<file path="src/rtl/uiecfe_pkg.sv">
package uiecfe_pkg;
    localparam int          NUM_EP           = 4;
    localparam int          IRQ_W            = 4;
    localparam logic [11:0] OFF_ALL_EP_IRQ    = 12'h818;
    localparam logic [11:0] OFF_ALL_EP_IRQ_EN = 12'h81C;
    localparam logic [11:0] OFF_FE_IRQ_EN     = 12'h834;
    localparam logic [11:0] OFF_EP0_CTL       = 12'h900;
    localparam logic [11:0] OFF_IRQ_STATUS    = 12'hA00;
    localparam logic [11:0] OFF_IRQ_MASK      = 12'hA04;
    localparam int          CTL_EN_BIT       = 31;
    localparam int          CTL_DIS_BIT      = 30;
    localparam int          CTL_NSET_BIT     = 27;
    localparam int          CTL_NCLR_BIT     = 26;
    localparam int          CTL_TXF_LSB      = 22;
    localparam int          CTL_TXF_MSB      = 25;
    localparam int          CTL_STALL_BIT    = 21;
    localparam int          CTL_PKL_MSB      = 1;
    localparam logic [31:0] CTL_RST          = 32'h00008000;
    localparam logic [31:0] FE_IRQ_EN_RST    = 32'h00000000;
    localparam logic [1:0]  EP_TYPE_CTRL     = 2'h0;
    localparam logic        EP_ACTIVE_VAL    = 1'h1;
    localparam logic [6:0]  PKL_BYTES_00     = 7'h40;
    localparam logic [6:0]  PKL_BYTES_01     = 7'h20;
    localparam logic [6:0]  PKL_BYTES_10     = 7'h10;
    localparam logic [6:0]  PKL_BYTES_11     = 7'h08;
    localparam int          IRQ_DISABLED     = 0;
    localparam int          IRQ_STALL_CLR    = 1;
    localparam int          IRQ_STALL_SENT   = 2;
    localparam int          IRQ_NAK_SENT     = 3;
    localparam logic [1:0]  RESP_OKAY        = 2'h0;
    localparam logic [1:0]  RESP_SLVERR      = 2'h2;
    typedef enum logic [1:0] {
        HS_NONE  = 2'h0,
        HS_DATA  = 2'h1,
        HS_NAK   = 2'h3,
        HS_STALL = 2'h2
    } uiecfe_hs_e;
endpackage

</file>
<file path="src/rtl/uiecfe_top.sv">
// Our own choice: register access over AXI4-Lite.
module uiecfe_top
(
    input  wire logic        clk_sys,              // System clock
    input  wire logic        rst_n,                // Async reset
    input  wire logic [11:0] s_axi_awaddr,         // Write address
    input  wire logic        s_axi_awvalid,        // Write address valid
    output logic             s_axi_awready,        // Write address ready
    input  wire logic [31:0] s_axi_wdata,          // Write data
    input  wire logic [3:0]  s_axi_wstrb,          // Write strobes
    input  wire logic        s_axi_wvalid,         // Write data valid
    output logic             s_axi_wready,         // Write data ready
    output logic [1:0]       s_axi_bresp,          // Write response
    output logic             s_axi_bvalid,         // Write response valid
    input  wire logic        s_axi_bready,         // Write response ready
    input  wire logic [11:0] s_axi_araddr,         // Read address
    input  wire logic        s_axi_arvalid,        // Read address valid
    output logic             s_axi_arready,        // Read address ready
    output logic [31:0]      s_axi_rdata,          // Read data
    output logic [1:0]       s_axi_rresp,          // Read response
    output logic             s_axi_rvalid,         // Read data valid
    input  wire logic        s_axi_rready,         // Read data ready
    input  wire logic        in_token_ep0,         // IN token on EP0
    input  wire logic        setup_token_ep0,      // SETUP on OUT EP0
    input  wire logic        ep0_xfer_done,        // EP0 transfer ended
    input  wire logic        global_in_nak_status, // Global IN NAK
    input  wire logic [3:0]  tx_fifo_empty_flag,   // Per-FIFO empty
    output logic             hs_valid,             // Handshake strobe
    output logic [1:0]       hs_code,              // Handshake kind
    output logic [3:0]       tx_fifo_select,       // FIFO for EP0
    output logic [6:0]       max_packet_len_bytes, // Decoded length
    output logic             ep_enable,            // EP0 enabled
    output logic             ep_stall,             // EP0 stalled
    output logic             nak_status,           // EP0 NAK status
    output logic             in_ep_global_irq,     // Global IN flag
    output logic             irq                   // Interrupt line
);

    localparam int IRQ_W = uiecfe_pkg::IRQ_W;
    logic              awready_reg;
    logic              wready_reg;
    logic              bvalid_reg;
    logic [1:0]        bresp_reg;
    logic              arready_reg;
    logic              rvalid_reg;
    logic [1:0]        rresp_reg;
    logic [31:0]       rdata_reg;
    logic              aw_full_reg;
    logic              w_full_reg;
    logic [11:0]       aw_addr_reg;
    logic [31:0]       w_data_reg;
    logic [3:0]        w_strb_reg;

    logic              ep_en_reg;
    logic              ep_dis_reg;
    logic              nak_reg;
    logic              stall_reg;
    logic [3:0]        txf_sel_reg;
    logic [1:0]        pkl_reg;
    logic [6:0]        pkl_bytes_reg;
    logic [3:0]        fe_en_reg;
    logic [3:0]        all_en_reg;
    logic [3:0]        all_irq_reg;
    logic              glob_irq_reg;
    logic [IRQ_W-1:0]  irq_stat_reg;
    logic [IRQ_W-1:0]  irq_mask_reg;
    logic              irq_reg;
    logic              hs_valid_reg;
    uiecfe_pkg::uiecfe_hs_e hs_code_reg;

    logic              aw_take;
    logic              w_take;
    logic              do_write;
    logic              do_read;
    logic              aw_full_next;
    logic              w_full_next;
    logic              bvalid_next;
    logic              rvalid_next;

    assign aw_take = s_axi_awvalid & awready_reg;
    assign w_take = s_axi_wvalid & wready_reg;
    assign do_write = aw_full_reg & w_full_reg
                    & (~bvalid_reg | s_axi_bready);
    assign do_read = s_axi_arvalid & arready_reg;
    assign aw_full_next = (aw_full_reg & ~do_write) | aw_take;
    assign w_full_next = (w_full_reg & ~do_write) | w_take;
    assign bvalid_next = do_write | (bvalid_reg & ~s_axi_bready);
    assign rvalid_next = do_read | (rvalid_reg & ~s_axi_rready);

    logic [31:0]       wr_mask;
    logic [31:0]       wr_bits;
    logic              wr_ctl;
    logic              wr_fe;
    logic              wr_all_en;
    logic              wr_stat;
    logic              wr_mask_reg;
    logic              wr_hit;

    assign wr_mask = {{8{w_strb_reg[3]}}, {8{w_strb_reg[2]}},
                      {8{w_strb_reg[1]}}, {8{w_strb_reg[0]}}};
    assign wr_bits = w_data_reg & wr_mask;
    assign wr_ctl = do_write & (aw_addr_reg == uiecfe_pkg::OFF_EP0_CTL);
    assign wr_fe = do_write & (aw_addr_reg == uiecfe_pkg::OFF_FE_IRQ_EN);
    assign wr_all_en = do_write
                     & (aw_addr_reg == uiecfe_pkg::OFF_ALL_EP_IRQ_EN);
    assign wr_stat = do_write
                   & (aw_addr_reg == uiecfe_pkg::OFF_IRQ_STATUS);
    assign wr_mask_reg = do_write
                       & (aw_addr_reg == uiecfe_pkg::OFF_IRQ_MASK);
    assign wr_hit = wr_ctl | wr_fe | wr_all_en | wr_stat | wr_mask_reg
                  | (aw_addr_reg == uiecfe_pkg::OFF_ALL_EP_IRQ);

    // Command bits from software
    logic              sw_en_set;
    logic              sw_dis_set;
    logic              sw_nset;
    logic              sw_nclr;
    logic              sw_stall_set;

    assign sw_en_set = wr_ctl & wr_bits[uiecfe_pkg::CTL_EN_BIT];
    assign sw_dis_set = wr_ctl & wr_bits[uiecfe_pkg::CTL_DIS_BIT];
    assign sw_nset = wr_ctl & wr_bits[uiecfe_pkg::CTL_NSET_BIT];
    assign sw_nclr = wr_ctl & wr_bits[uiecfe_pkg::CTL_NCLR_BIT];
    assign sw_stall_set = wr_ctl & wr_bits[uiecfe_pkg::CTL_STALL_BIT];

    // Next values of control fields
    logic              ep_en_next;
    logic              ep_dis_next;
    logic              nak_next;
    logic              stall_next;
    logic [3:0]        txf_sel_next;
    logic [1:0]        pkl_next;
    logic [6:0]        pkl_bytes_next;
    logic [3:0]        fe_en_next;
    logic [3:0]        all_en_next;
    logic [IRQ_W-1:0]  irq_mask_next;
    logic [IRQ_W-1:0]  irq_stat_next;
    logic [IRQ_W-1:0]  irq_event;
    logic [IRQ_W-1:0]  irq_w1c;
    logic              dev_clr_en;

    // Device clears enable after a disable or at transfer end
    assign dev_clr_en = ep_dis_reg | ep0_xfer_done;
    assign ep_en_next = sw_en_set | (ep_en_reg & ~dev_clr_en);
    assign ep_dis_next = sw_dis_set;
    assign nak_next = sw_nset | (nak_reg & ~sw_nclr);
    assign stall_next = sw_stall_set
                      | (stall_reg & ~setup_token_ep0);

    localparam int TXF_L = uiecfe_pkg::CTL_TXF_LSB;
    localparam int TXF_M = uiecfe_pkg::CTL_TXF_MSB;
    localparam int PKL_M = uiecfe_pkg::CTL_PKL_MSB;

    assign txf_sel_next = wr_ctl
        ? ((txf_sel_reg & ~wr_mask[TXF_M:TXF_L]) | wr_bits[TXF_M:TXF_L])
        : txf_sel_reg;
    assign pkl_next = wr_ctl
        ? ((pkl_reg & ~wr_mask[PKL_M:0]) | wr_bits[PKL_M:0])
        : pkl_reg;
    assign fe_en_next = wr_fe
        ? ((fe_en_reg & ~wr_mask[3:0]) | wr_bits[3:0])
        : fe_en_reg;
    assign all_en_next = wr_all_en
        ? ((all_en_reg & ~wr_mask[3:0]) | wr_bits[3:0])
        : all_en_reg;
    assign irq_mask_next = wr_mask_reg
        ? ((irq_mask_reg & ~wr_mask[IRQ_W-1:0]) | wr_bits[IRQ_W-1:0])
        : irq_mask_reg;

    assign pkl_bytes_next = (pkl_next == 2'h0) ? uiecfe_pkg::PKL_BYTES_00
                          : (pkl_next == 2'h1) ? uiecfe_pkg::PKL_BYTES_01
                          : (pkl_next == 2'h2) ? uiecfe_pkg::PKL_BYTES_10
                          : uiecfe_pkg::PKL_BYTES_11;

    // Answer to an IN token
    logic              sel_empty;
    logic              force_nak;
    uiecfe_pkg::uiecfe_hs_e hs_pick;

    assign sel_empty = (txf_sel_reg[3:2] != 2'h0)
                     | tx_fifo_empty_flag[txf_sel_reg[1:0]];
    assign force_nak = global_in_nak_status | nak_reg
                     | ~ep_en_reg | sel_empty;
    assign hs_pick = stall_reg ? uiecfe_pkg::HS_STALL
                   : force_nak ? uiecfe_pkg::HS_NAK
                   : uiecfe_pkg::HS_DATA;

    // Sticky event bits, set wins over write-one-clear
    assign irq_event[uiecfe_pkg::IRQ_DISABLED] = ep_dis_reg & ep_en_reg;
    assign irq_event[uiecfe_pkg::IRQ_STALL_CLR] = setup_token_ep0
                                                & stall_reg;
    assign irq_event[uiecfe_pkg::IRQ_STALL_SENT] = in_token_ep0
        & (hs_pick == uiecfe_pkg::HS_STALL);
    assign irq_event[uiecfe_pkg::IRQ_NAK_SENT] = in_token_ep0
        & (hs_pick == uiecfe_pkg::HS_NAK);
    assign irq_w1c = wr_stat ? wr_bits[IRQ_W-1:0] : {IRQ_W{1'b0}};
    assign irq_stat_next = (irq_stat_reg & ~irq_w1c) | irq_event;

    // Per-endpoint FIFO-empty interrupt gating
    logic [3:0]        ep_irq_w;

    genvar gi;
    generate
        for (gi = 0; gi < uiecfe_pkg::NUM_EP; gi++)
        begin : g_ep
            assign ep_irq_w[gi] = tx_fifo_empty_flag[gi]
                                & fe_en_reg[gi];
        end
    endgenerate

    logic [31:0]       ctl_rd;
    logic [31:0]       rd_word;
    logic              rd_hit;

    assign ctl_rd = {ep_en_reg, ep_dis_reg, 2'h0, 2'h0, txf_sel_reg,
                     stall_reg, 1'b0,
                     uiecfe_pkg::EP_TYPE_CTRL,
                     nak_reg, 1'b0,
                     uiecfe_pkg::EP_ACTIVE_VAL,
                     13'h0000, pkl_reg};
    assign rd_hit = (s_axi_araddr == uiecfe_pkg::OFF_EP0_CTL)
                  | (s_axi_araddr == uiecfe_pkg::OFF_FE_IRQ_EN)
                  | (s_axi_araddr == uiecfe_pkg::OFF_ALL_EP_IRQ)
                  | (s_axi_araddr == uiecfe_pkg::OFF_ALL_EP_IRQ_EN)
                  | (s_axi_araddr == uiecfe_pkg::OFF_IRQ_STATUS)
                  | (s_axi_araddr == uiecfe_pkg::OFF_IRQ_MASK);
    assign rd_word =
        (s_axi_araddr == uiecfe_pkg::OFF_EP0_CTL) ? ctl_rd
      : (s_axi_araddr == uiecfe_pkg::OFF_FE_IRQ_EN) ? {28'h0, fe_en_reg}
      : (s_axi_araddr == uiecfe_pkg::OFF_ALL_EP_IRQ) ? {28'h0, all_irq_reg}
      : (s_axi_araddr == uiecfe_pkg::OFF_ALL_EP_IRQ_EN)
        ? {28'h0, all_en_reg}
      : (s_axi_araddr == uiecfe_pkg::OFF_IRQ_STATUS)
        ? {{(32-IRQ_W){1'b0}}, irq_stat_reg}
      : (s_axi_araddr == uiecfe_pkg::OFF_IRQ_MASK)
        ? {{(32-IRQ_W){1'b0}}, irq_mask_reg}
      : 32'h00000000;

    always_ff @(posedge clk_sys or negedge rst_n)
    begin
        if (!rst_n)
        begin
            aw_full_reg <= 1'b0;
            w_full_reg <= 1'b0;
            awready_reg <= 1'b1;
            wready_reg <= 1'b1;
            bvalid_reg <= 1'b0;
            bresp_reg <= uiecfe_pkg::RESP_OKAY;
        end
        else
        begin
            aw_full_reg <= aw_full_next;
            w_full_reg <= w_full_next;
            awready_reg <= ~aw_full_next;
            wready_reg <= ~w_full_next;
            bvalid_reg <= bvalid_next;
            if (do_write)
            begin
                bresp_reg <= wr_hit ? uiecfe_pkg::RESP_OKAY
                                    : uiecfe_pkg::RESP_SLVERR;
            end
        end
    end

    always_ff @(posedge clk_sys or negedge rst_n)
    begin
        if (!rst_n)
        begin
            aw_addr_reg <= 12'h000;
            w_data_reg <= 32'h00000000;
            w_strb_reg <= 4'h0;
        end
        else
        begin
            if (aw_take)
            begin
                aw_addr_reg <= {s_axi_awaddr[11:2], 2'h0};
            end
            if (w_take)
            begin
                w_data_reg <= s_axi_wdata;
                w_strb_reg <= s_axi_wstrb;
            end
        end
    end

    always_ff @(posedge clk_sys or negedge rst_n)
    begin
        if (!rst_n)
        begin
            arready_reg <= 1'b1;
            rvalid_reg <= 1'b0;
            rresp_reg <= uiecfe_pkg::RESP_OKAY;
            rdata_reg <= 32'h00000000;
        end
        else
        begin
            arready_reg <= ~rvalid_next;
            rvalid_reg <= rvalid_next;
            if (do_read)
            begin
                rdata_reg <= rd_word;
                rresp_reg <= rd_hit ? uiecfe_pkg::RESP_OKAY
                                    : uiecfe_pkg::RESP_SLVERR;
            end
        end
    end

    always_ff @(posedge clk_sys or negedge rst_n)
    begin
        if (!rst_n)
        begin
            ep_en_reg <= uiecfe_pkg::CTL_RST[uiecfe_pkg::CTL_EN_BIT];
            ep_dis_reg <= uiecfe_pkg::CTL_RST[uiecfe_pkg::CTL_DIS_BIT];
            nak_reg <= 1'b0;
            stall_reg <= uiecfe_pkg::CTL_RST[uiecfe_pkg::CTL_STALL_BIT];
            txf_sel_reg <= uiecfe_pkg::CTL_RST[TXF_M:TXF_L];
            pkl_reg <= uiecfe_pkg::CTL_RST[PKL_M:0];
            pkl_bytes_reg <= uiecfe_pkg::PKL_BYTES_00;
        end
        else
        begin
            ep_en_reg <= ep_en_next;
            ep_dis_reg <= ep_dis_next;
            nak_reg <= nak_next;
            stall_reg <= stall_next;
            txf_sel_reg <= txf_sel_next;
            pkl_reg <= pkl_next;
            pkl_bytes_reg <= pkl_bytes_next;
        end
    end

    // Interrupt enables and flags
    always_ff @(posedge clk_sys or negedge rst_n)
    begin
        if (!rst_n)
        begin
            fe_en_reg <= uiecfe_pkg::FE_IRQ_EN_RST[3:0];
            all_en_reg <= 4'h0;
            all_irq_reg <= 4'h0;
            glob_irq_reg <= 1'b0;
            irq_mask_reg <= {IRQ_W{1'b0}};
            irq_stat_reg <= {IRQ_W{1'b0}};
            irq_reg <= 1'b0;
        end
        else
        begin
            fe_en_reg <= fe_en_next;
            all_en_reg <= all_en_next;
            all_irq_reg <= ep_irq_w;
            glob_irq_reg <= |(ep_irq_w & all_en_reg);
            irq_mask_reg <= irq_mask_next;
            irq_stat_reg <= irq_stat_next;
            irq_reg <= |(irq_stat_next & irq_mask_next);
        end
    end

    always_ff @(posedge clk_sys or negedge rst_n)
    begin
        if (!rst_n)
        begin
            hs_valid_reg <= 1'b0;
            hs_code_reg <= uiecfe_pkg::HS_NONE;
        end
        else
        begin
            hs_valid_reg <= in_token_ep0;
            hs_code_reg <= in_token_ep0 ? hs_pick : uiecfe_pkg::HS_NONE;
        end
    end

    assign s_axi_awready = awready_reg;
    assign s_axi_wready = wready_reg;
    assign s_axi_bvalid = bvalid_reg;
    assign s_axi_bresp = bresp_reg;
    assign s_axi_arready = arready_reg;
    assign s_axi_rvalid = rvalid_reg;
    assign s_axi_rresp = rresp_reg;
    assign s_axi_rdata = rdata_reg;
    assign hs_valid = hs_valid_reg;
    assign hs_code = hs_code_reg;
    assign tx_fifo_select = txf_sel_reg;
    assign max_packet_len_bytes = pkl_bytes_reg;
    assign ep_enable = ep_en_reg;
    assign ep_stall = stall_reg;
    assign nak_status = nak_reg;
    assign in_ep_global_irq = glob_irq_reg;
    assign irq = irq_reg;

endmodule // uiecfe_top

</file>
<file path="config.mk">
export PLATFORM = sky130hd
export DESIGN_NAME = uiecfe_top
export DESIGN_NICKNAME = d
export VERILOG_FILES = /design/src/rtl/uiecfe_pkg.sv /design/src/rtl/uiecfe_top.sv
export SDC_FILE = /design/constraint.sdc
export NUM_CORES = 1
export LEC_CHECK = 0
export ABC_CLOCK_PERIOD_IN_PS = 3740
export BUFFER_PORTS_ARGS = -buffer_cell sky130_fd_sc_hd__buf_2
export CORE_UTILIZATION = 44
export DETAILED_ROUTE_END_ITERATION = 6
export GPL_TIMING_DRIVEN = 0
export PLACE_DENSITY_LB_ADDON = 0.1
export RECOVER_POWER = 100
export SYNTH_ARGS = -nofsm -noshare
export SYNTH_HDL_FRONTEND = slang
export SYNTH_SLANG_ARGS = --single-unit
</file>
<file path="constraint.sdc">
create_clock -name clk_sys -period 3.74 [get_ports clk_sys]
set_input_delay 0 -clock clk_sys [delete_from_list [all_inputs] [get_ports clk_sys]]
set_output_delay 0 -clock clk_sys [all_outputs]
set_load 0.02 [all_outputs]
</file>
After elaboration in Yosys (flattened, before gate mapping)
Cells that the tools add are included.
Storage, ports and cells
  logic and storage cells: 152
  input port bits: 75
  register bits: 131
Operators by class
  multiplexer cells: 19
  magnitude comparators: 1
  equality and inequality tests: 16
  reductions and logical operators: 4
  bitwise logic cells: 83
Operator list (count)
  12-bit equality test, second input constant: 6
  10-bit equality test, second input constant: 6
  32-bit bitwise AND: 1
  32-bit 2-to-1 mux: 1
  1-bit bitwise AND: 30
  4-bit bitwise AND: 7
  4-bit 2-to-1 mux: 7
  1-bit OR: 23
  4-bit OR: 5
  2-bit 2-to-1 mux: 6
  4-bit NOT: 3
  1-bit NOT: 11
  4-bit OR reduction: 2
  7-bit 2-to-1 mux: 1
  2-bit equality test, second input constant: 3
  6-bit 2-to-1 mux: 1
  5-bit 2-to-1 mux: 1
  2-bit by 3-bit < comparator with 1-bit output, second input constant: 1
  2-bit bitwise AND: 1
  1-bit binary-select mux with 2-bit select: 1
  2-bit by 1-bit equality test with 1-bit output, second input constant: 1
  2-bit zero test: 1
  2-bit NOT: 1
  2-bit OR: 1
  other kinds (2): 2

Depth between registers and ports, before layout
Gate-level depths: netlist of the first run.
  depth after elaboration: 11
  gate-level depth with buffers: 6
  depth with buffers taken out: 6

Worst setup path before layout of the first run
OpenSTA, ideal clock, no wires.
  path kind: register to register
  start: reg aw_addr_reg[9]
  end: reg (tool-made name)
  data arrival time: 1.559 ns
  stages on the path, launching flop included: 7
  setup time: 0.125 ns
  required time: 3.615 ns
  period minus slack after synthesis: 1.684 ns
  setup slack: 2.056 ns
  cell sequence: dfrtp_1 > or3_4 > nor4_4 > and2b_1 > buf_6 > nand2_4 > mux2_4
RTL lines
  start, declared: line uiecfe_top.sv:50  | logic [11:0] aw_addr_reg;
  start signal, assigned: line uiecfe_top.sv:277  | aw_addr_reg <= {s_axi_awaddr[11:2], 2'h0};

==> results of run 1 <==
## metrics by stage
step	util, %	cells	hold WS [ns]	total power [µW]	worst slack (ns)
global placement	52.9	534	0.154	1940	1.75
global route	58.6	589	0.0958	2760	1.30
detailed placement	53.3	535	-0.0639	1960	1.74
floorplan	-	338	-0.296	1760	2.06
CTS	60.0	589	0.0850	2670	1.72
finish	58.6	589	0.0894	2600	1.44
## synth_stat cells (all sizes together), types with 6 or more instances
master and n:
dfrtp 83, mux2 41, buf 27, nand2 25
inv 12, o21ai 12, a22o 9, nor2 9
or2 7, and2 6, nand3 6, nor2b 6
## critical path, delay by kind of cell (launching register included)
| family | cells | cell delay, ns |
|---|---|---|
| buffers and inverters | 1 | 0.37 |
| flip-flops | 1 | 0.40 |
| multiplexers | 1 | 0.33 |
| AND/OR/NAND/NOR | 4 | 1.07 |
## repair_timing
| action | 4_1_cts | 5_1_grt |
|---|---|---|
| buffers inserted | 0 | 0 |
| hold buffers | 38 | 0 |
| endpoints found under the hold margin | 123 | 0 |
| setup endpoints to repair | 0 | 0 |
## final timing paths
check                                  end  slack, ns  cells after the start
max in group asynchronous     s_axi_wready       2.22                      3
setup / recovery                 flip-flop       1.44                      6
hold reg to reg                  flip-flop       0.50                      1
min in group asynchronous    w_data_reg[2]       0.53                      2
setup reg to reg                 flip-flop       1.44                      6
hold / removal             s_axi_rdata[15]       0.09                      4
## kinds of logic after synthesis
group	Yosys count	share of synthesized area (%)
AO/OA/AOI/OAI	48	8.69
buffers and inverters	42	6.53
flip-flops	87	55.5
multiplexers	47	14.2
other	1	0.0954
AND/OR/NAND/NOR	90	15.0
## layout by cell type (no fill, tap or decap), drive strengths merged, types with 7 or more instances in the layout
master,count
a22o,9
buf,76
clkbuf,52
conb,24
dfrtp,83
dlygate4sd3,38
inv,14
mux2,41
nand2,25
nor2,9
o21ai,12
or2,7
## where the power goes
| group | internal [µW] | switching (µW) | leakage, µW | total (µW) |
|---|---|---|---|---|
| logic | 311 | 297 | 0.00126 | 607 |
| clock network | 317 | 351 | 0.000101 | 668 |
| registers | 1150 | 174 | 0.00110 | 1320 |
| total | 1780 | 822 | 0.00246 | 2600 |
## layer usage
| layer | vias to the layer above | GRT usage (%) |
|---|---|---|
| li1 | 1401 | - |
| met1 | 1405 | 25.8 |
| met2 | 81 | 32.2 |
| met3 | 6 | 3.29 |
| met4 | 0 | 5.88 |
| met5 | - | 0 |
## area by class of cell
class,count,area share [%]
clock buffers,9,2.44
flip-flops and latches,87,42.9
well taps,108,2.66
multi-input cells,209,29.9
plain buffers,30,3.99
inverters,12,0.886
repair buffers,127,15.7
clock inverters,7,1.53
==> impl_metrics.yaml, run 1 <==
routing:
  vias: 2893
  wl_per_cell_um: 14.4
  top_layer_used: "met4"
  wirelength_mm: 8.50
  wl_met2_mm: 4.09
  first_pass_iters: 4
  met3_wirelength_um: 356
  drt-met1-wl_mm: 3.99
  drtAntennaViolNets: 0
  drt-initial-drc-count: 86
  vias_per_cell: 4.91
  drcViolationCount: 0
min_path:
  hold_start: "s_axi_araddr[9]"
  hold_path.class: "input pin to flip-flop"
placement:
  dp_hpwl_mm: 6.05
  placed_area_mm2: 0.00462
  place.gp.congestion: 0.826
  io_buffers: 88
floorplanning:
  initial_utilization_pct: 45.3
  pin_count: 135
  die_w_um: 96.5
  core_mm2: 0.00868
  die_area_mm2: 0.00931
  std_cell_rows: 34
  fp.dieH_um: 96.5
setup_path:
  cp.arrival_ns: 2.53
  timing.rr.start: "aw_addr_reg[9]"
  worst-setup-path-type: "flip-flop to flip-flop"
  cp_max_fo: 7
  worstSetupStartpointType: "flip-flop"
  crit_path_end_kind: "flip-flop"
  crit_chain: "or3_1 -> nor4_1 -> and2b_1 -> clkbuf_1 -> nand2_4 -> mux2_1"
  cp.required_ns: 3.97
  critical_path.startpoint: "aw_addr_reg[9]"
  slowest_stage: "or3_1"
  worst_path_largest_cell_delay_ns: 0.41
synthesis:
  yosysSeqAreaShare_pct: 55.5
  yosys-top-cells-area: "dfrtp_1 53%, mux2_2 11%, buf_4 4.6%"
  ys_types: 57
  synth_ff_type: "dfrtp_1"
  synth_cells: 315
  yosys_warnings: 0
  synthArstFlopShare_pct: 100
  yosys.area.top_type_share_pct: 52.8
  synth_edf_count: 0
  synth-seq-cells: 87
  yosys.area.top_type: "dfrtp_1"
  syn_area_per_cell_um2: 12.5
  synth_area_mm2: 0.00393
cells_and_area:
  design_area_mm2: 0.00509
  multi_input_area_mm2: 0.00152
  drive_above_1_share_pct: 29.3
  seqCellArea_mm2: 0.00218
  area_delta_synth_final_pct: 29.4
  diodes: 0
  nNetsFinal: 551
  fillerInstances: 777
sta:
  finalMaxSlewViolations: 0
  relSlewSlack_pct: 4.14
  rsz0062_at_grt: "false"
  fmax_mhz: 435
  setup_tns_ns: 0
  max_slew.worst_pin.slew_ns: 1.44
  finalCritPeriodShare_pct: 61.5
  fin_crit_ns: 2.30
  skew_ns: 0.00972
  setup_violations: 0
  finalHoldViolCount: 0
power:
  peakVddDrop_mv: 0.385
  leakage_uw: 0.00246
  powerDensity_mw_per_mm2: 511
global_route:
  grt_pass1_wl_mm: 13.4
  grt_max_degree: 64
  grt_use_total_pct: 19.3
  overflow: 0
  grt_antenna_before_repair: 0
  grt_pass1_vias: 2833
clock_network:
  clockBufferDepth: 2
  clockRootBuffer: "clkbuf_8"
  post_cts_resized: 0
  cts_tree: "yes"
  cts_sinks: 87
  cts_buffers: 9
  clk_latency_ns: 0.35
  clkTransAtPathRegs_ns: 0.09
  h-tree-depth: 3
job:
  cap_violations: 0
run_status:
  status: "completed"
Note: power is estimated with default switching activity, not from simulation.
==> run 2, diff against run 1 <==
- ABC_CLOCK_PERIOD_IN_PS: 3740 -> 1870
- clock period: 3.74 -> 1.87 ns (I/O delays scaled with it)
==> run 2 against run 1 <==
The flow now finishes with violations (negative setup slack). First-iteration DRC count increased by 9.3%. Combinational power rose by 110%. Highest routed layer unchanged. Largest cell class unchanged. Via count is 0.93% higher. Critical path depth decreased by 1. Critical path type unchanged.
==> impl_metrics.yaml, run 2 (synthesis results as in run 1) <==
clock_network:
  h-tree-depth: 3
  clockRootBuffer: "clkbuf_8"
  cts_tree: "yes"
  cts_sinks: 87
  cts_buffers: 9
  clk_latency_ns: 0.35
  clkTransAtPathRegs_ns: 0.09
  clockBufferDepth: 2
floorplanning:
  std_cell_rows: 34
  pin_count: 135
  fp.dieH_um: 96.5
  core_mm2: 0.00868
  die_w_um: 96.5
  die_area_mm2: 0.00931
  initial_utilization_pct: 45.3
sta:
  finalHoldViolCount: 0
  setup_violations: 1
  fmax_mhz: 531
  max_slew.worst_pin.slew_ns: 1.36
  rsz0062_at_grt: "true"
  skew_ns: 0.00883
  setup_tns_ns: -0.0134
  setup_ws_ns: -0.0134
  finalMaxSlewViolations: 0
  fin_crit_ns: 1.88
  relSlewSlack_pct: 9.11
  finalCritPeriodShare_pct: 101
power:
  pwr-share-comb_pct: 24.1
  leakage_uw: 0.00249
  power_uw: 5310
  seq_power_share_pct: 50.6
  power_switching_uw: 1720
  peakVddDrop_mv: 0.778
  pwr-share-clk_pct: 25.3
  internal_power_uw: 3580
  switching_share_pct: 32.4
  powerDensity_mw_per_mm2: 1020
placement:
  place.gp.congestion: 0.826
  io_buffers: 88
  pre_cts_slack_ns: -0.133
  dp.cells: 535
  dp_hpwl_mm: 6.05
routing:
  first_pass_iters: 4
  wirelength_mm: 8.51
  wl_per_cell_um: 14.4
  drt-initial-drc-count: 94
  vias: 2920
  drcViolationCount: 0
  drtAntennaViolNets: 0
  vias_per_cell: 4.95
min_path:
  min_delay_worst_endpoint: "s_axi_rresp[1]"
  hold_start: "s_axi_araddr[8]"
  whs_path_depth: 3
  hold_path.class: "input pin to flip-flop"
setup_path:
  regToRegEndpoint: "irq"
  cp.arrival_ns: 2.09
  worst-setup-path-type: "flip-flop to flip-flop"
  cp.required_ns: 2.08
  r2r_cells: 5
  worst_path_largest_cell_delay_ns: 0.55
  ff2ff_setup_slack_ns: -0.01
  worstSetupStartpointType: "flip-flop"
  slowest_stage: "or4b_1"
  crit_chain: "or4b_1 -> nor3_1 -> nor2b_1 -> o22ai_1 -> o2111ai_1"
  crit_path_end_kind: "flip-flop"
  cp_max_fo: 4
  timing.rr.start: "nak_status"
global_route:
  grt_pass1_wl_mm: 13.4
  grt_pass1_vias: 2835
  grt_use_total_pct: 19.4
  grt_max_degree: 64
  grt_antenna_before_repair: 0
  overflow: 0
cells_and_area:
  drive_above_1_share_pct: 33.6
  diodes: 0
  final_common_cell: "dfrtp_1"
  area_delta_synth_final_pct: 32.2
  final_cells: 590
  nNetsFinal: 552
  final_cell_mix: "83 x dfrtp_1, 51 x buf_2, 40 x clkbuf_1"
  fillerInstances: 762
run_status:
  status: "finished with violations"
  violations: "negative setup slack"
job:
  cap_violations: 0
[run 2: per-layer routing]
metal | track usage (%) | up-vias | wire (µm)
met3 | 3.29 | 8 | 376
met2 | 32.4 | 86 | 4110
met1 | 25.8 | 1426 | 3940
met4 | 5.88 | 0 | 85
li1 | - | 1400 | -
met5 | 0 | - | 0
[run 2: what timing repair did]
item | CTS | global route
hold buffers | 38 | 0
cloned | 0 | 0
setup buffers | 0 | 1
gates resized for setup | 4 | 5
hold endpoints to repair | 123 | 0
setup endpoints to repair | 1 | 10
pin swaps | 1 | 1
[run 2: metrics by stage]
step	utilization [%]	area (µm²)	hold slack [ns]
after floorplan	-	4020	-0.296
after global placement	52.9	4590	0.154
after detailed placement	53.3	4620	-0.0639
after CTS	60.1	5220	0.0866
after global routing	59.9	5190	0.112
final	59.9	5190	0.102
[run 2: critical path: cells and delay by family, from the launching register on]
| kind | cells | cell delay (ns) |
|---|---|---|
| simple gates | 3 | 0.93 |
| compound gates | 2 | 0.36 |
| flops | 1 | 0.45 |
[run 2: power groups by stage]
stage	Sequential, µW	Combinational (µW)	Clock (µW)
after floorplan	2700	812	0
after global placement	2700	1180	0
after detailed placement	2710	1220	0
after CTS	2680	1300	1380
after global routing	2760	1420	1450
final	2690	1280	1340
[run 2: cell type report]
type	instances	area (µm²)	share of cell area, %
timing repair buffer	128	797	15.3
buffer	30	214	4.12
clock inverter	7	77.6	1.49
clock buffer	9	124	2.38
tap	108	135	2.60
sequential	87	2180	42.0
multi-input combinational	209	1620	31.2
inverter	12	45.0	0.867
[run 2: worst max-delay path by stage]
| stage | from | to | slack (ns) | cells after the start |
|---|---|---|---|---|
| after floorplan | aw_addr_reg[9] | flip-flop | 0.19 | 6 |
| after global placement | s_axi_bvalid | irq | -0.12 | 5 |
| after detailed placement | s_axi_bvalid | irq | -0.13 | 5 |
| after CTS | nak_status | irq | 0.04 | 5 |
| after global routing | aw_addr_reg[9] | flip-flop | -0.1 | 6 |
| final | nak_status | irq | -0.01 | 5 |
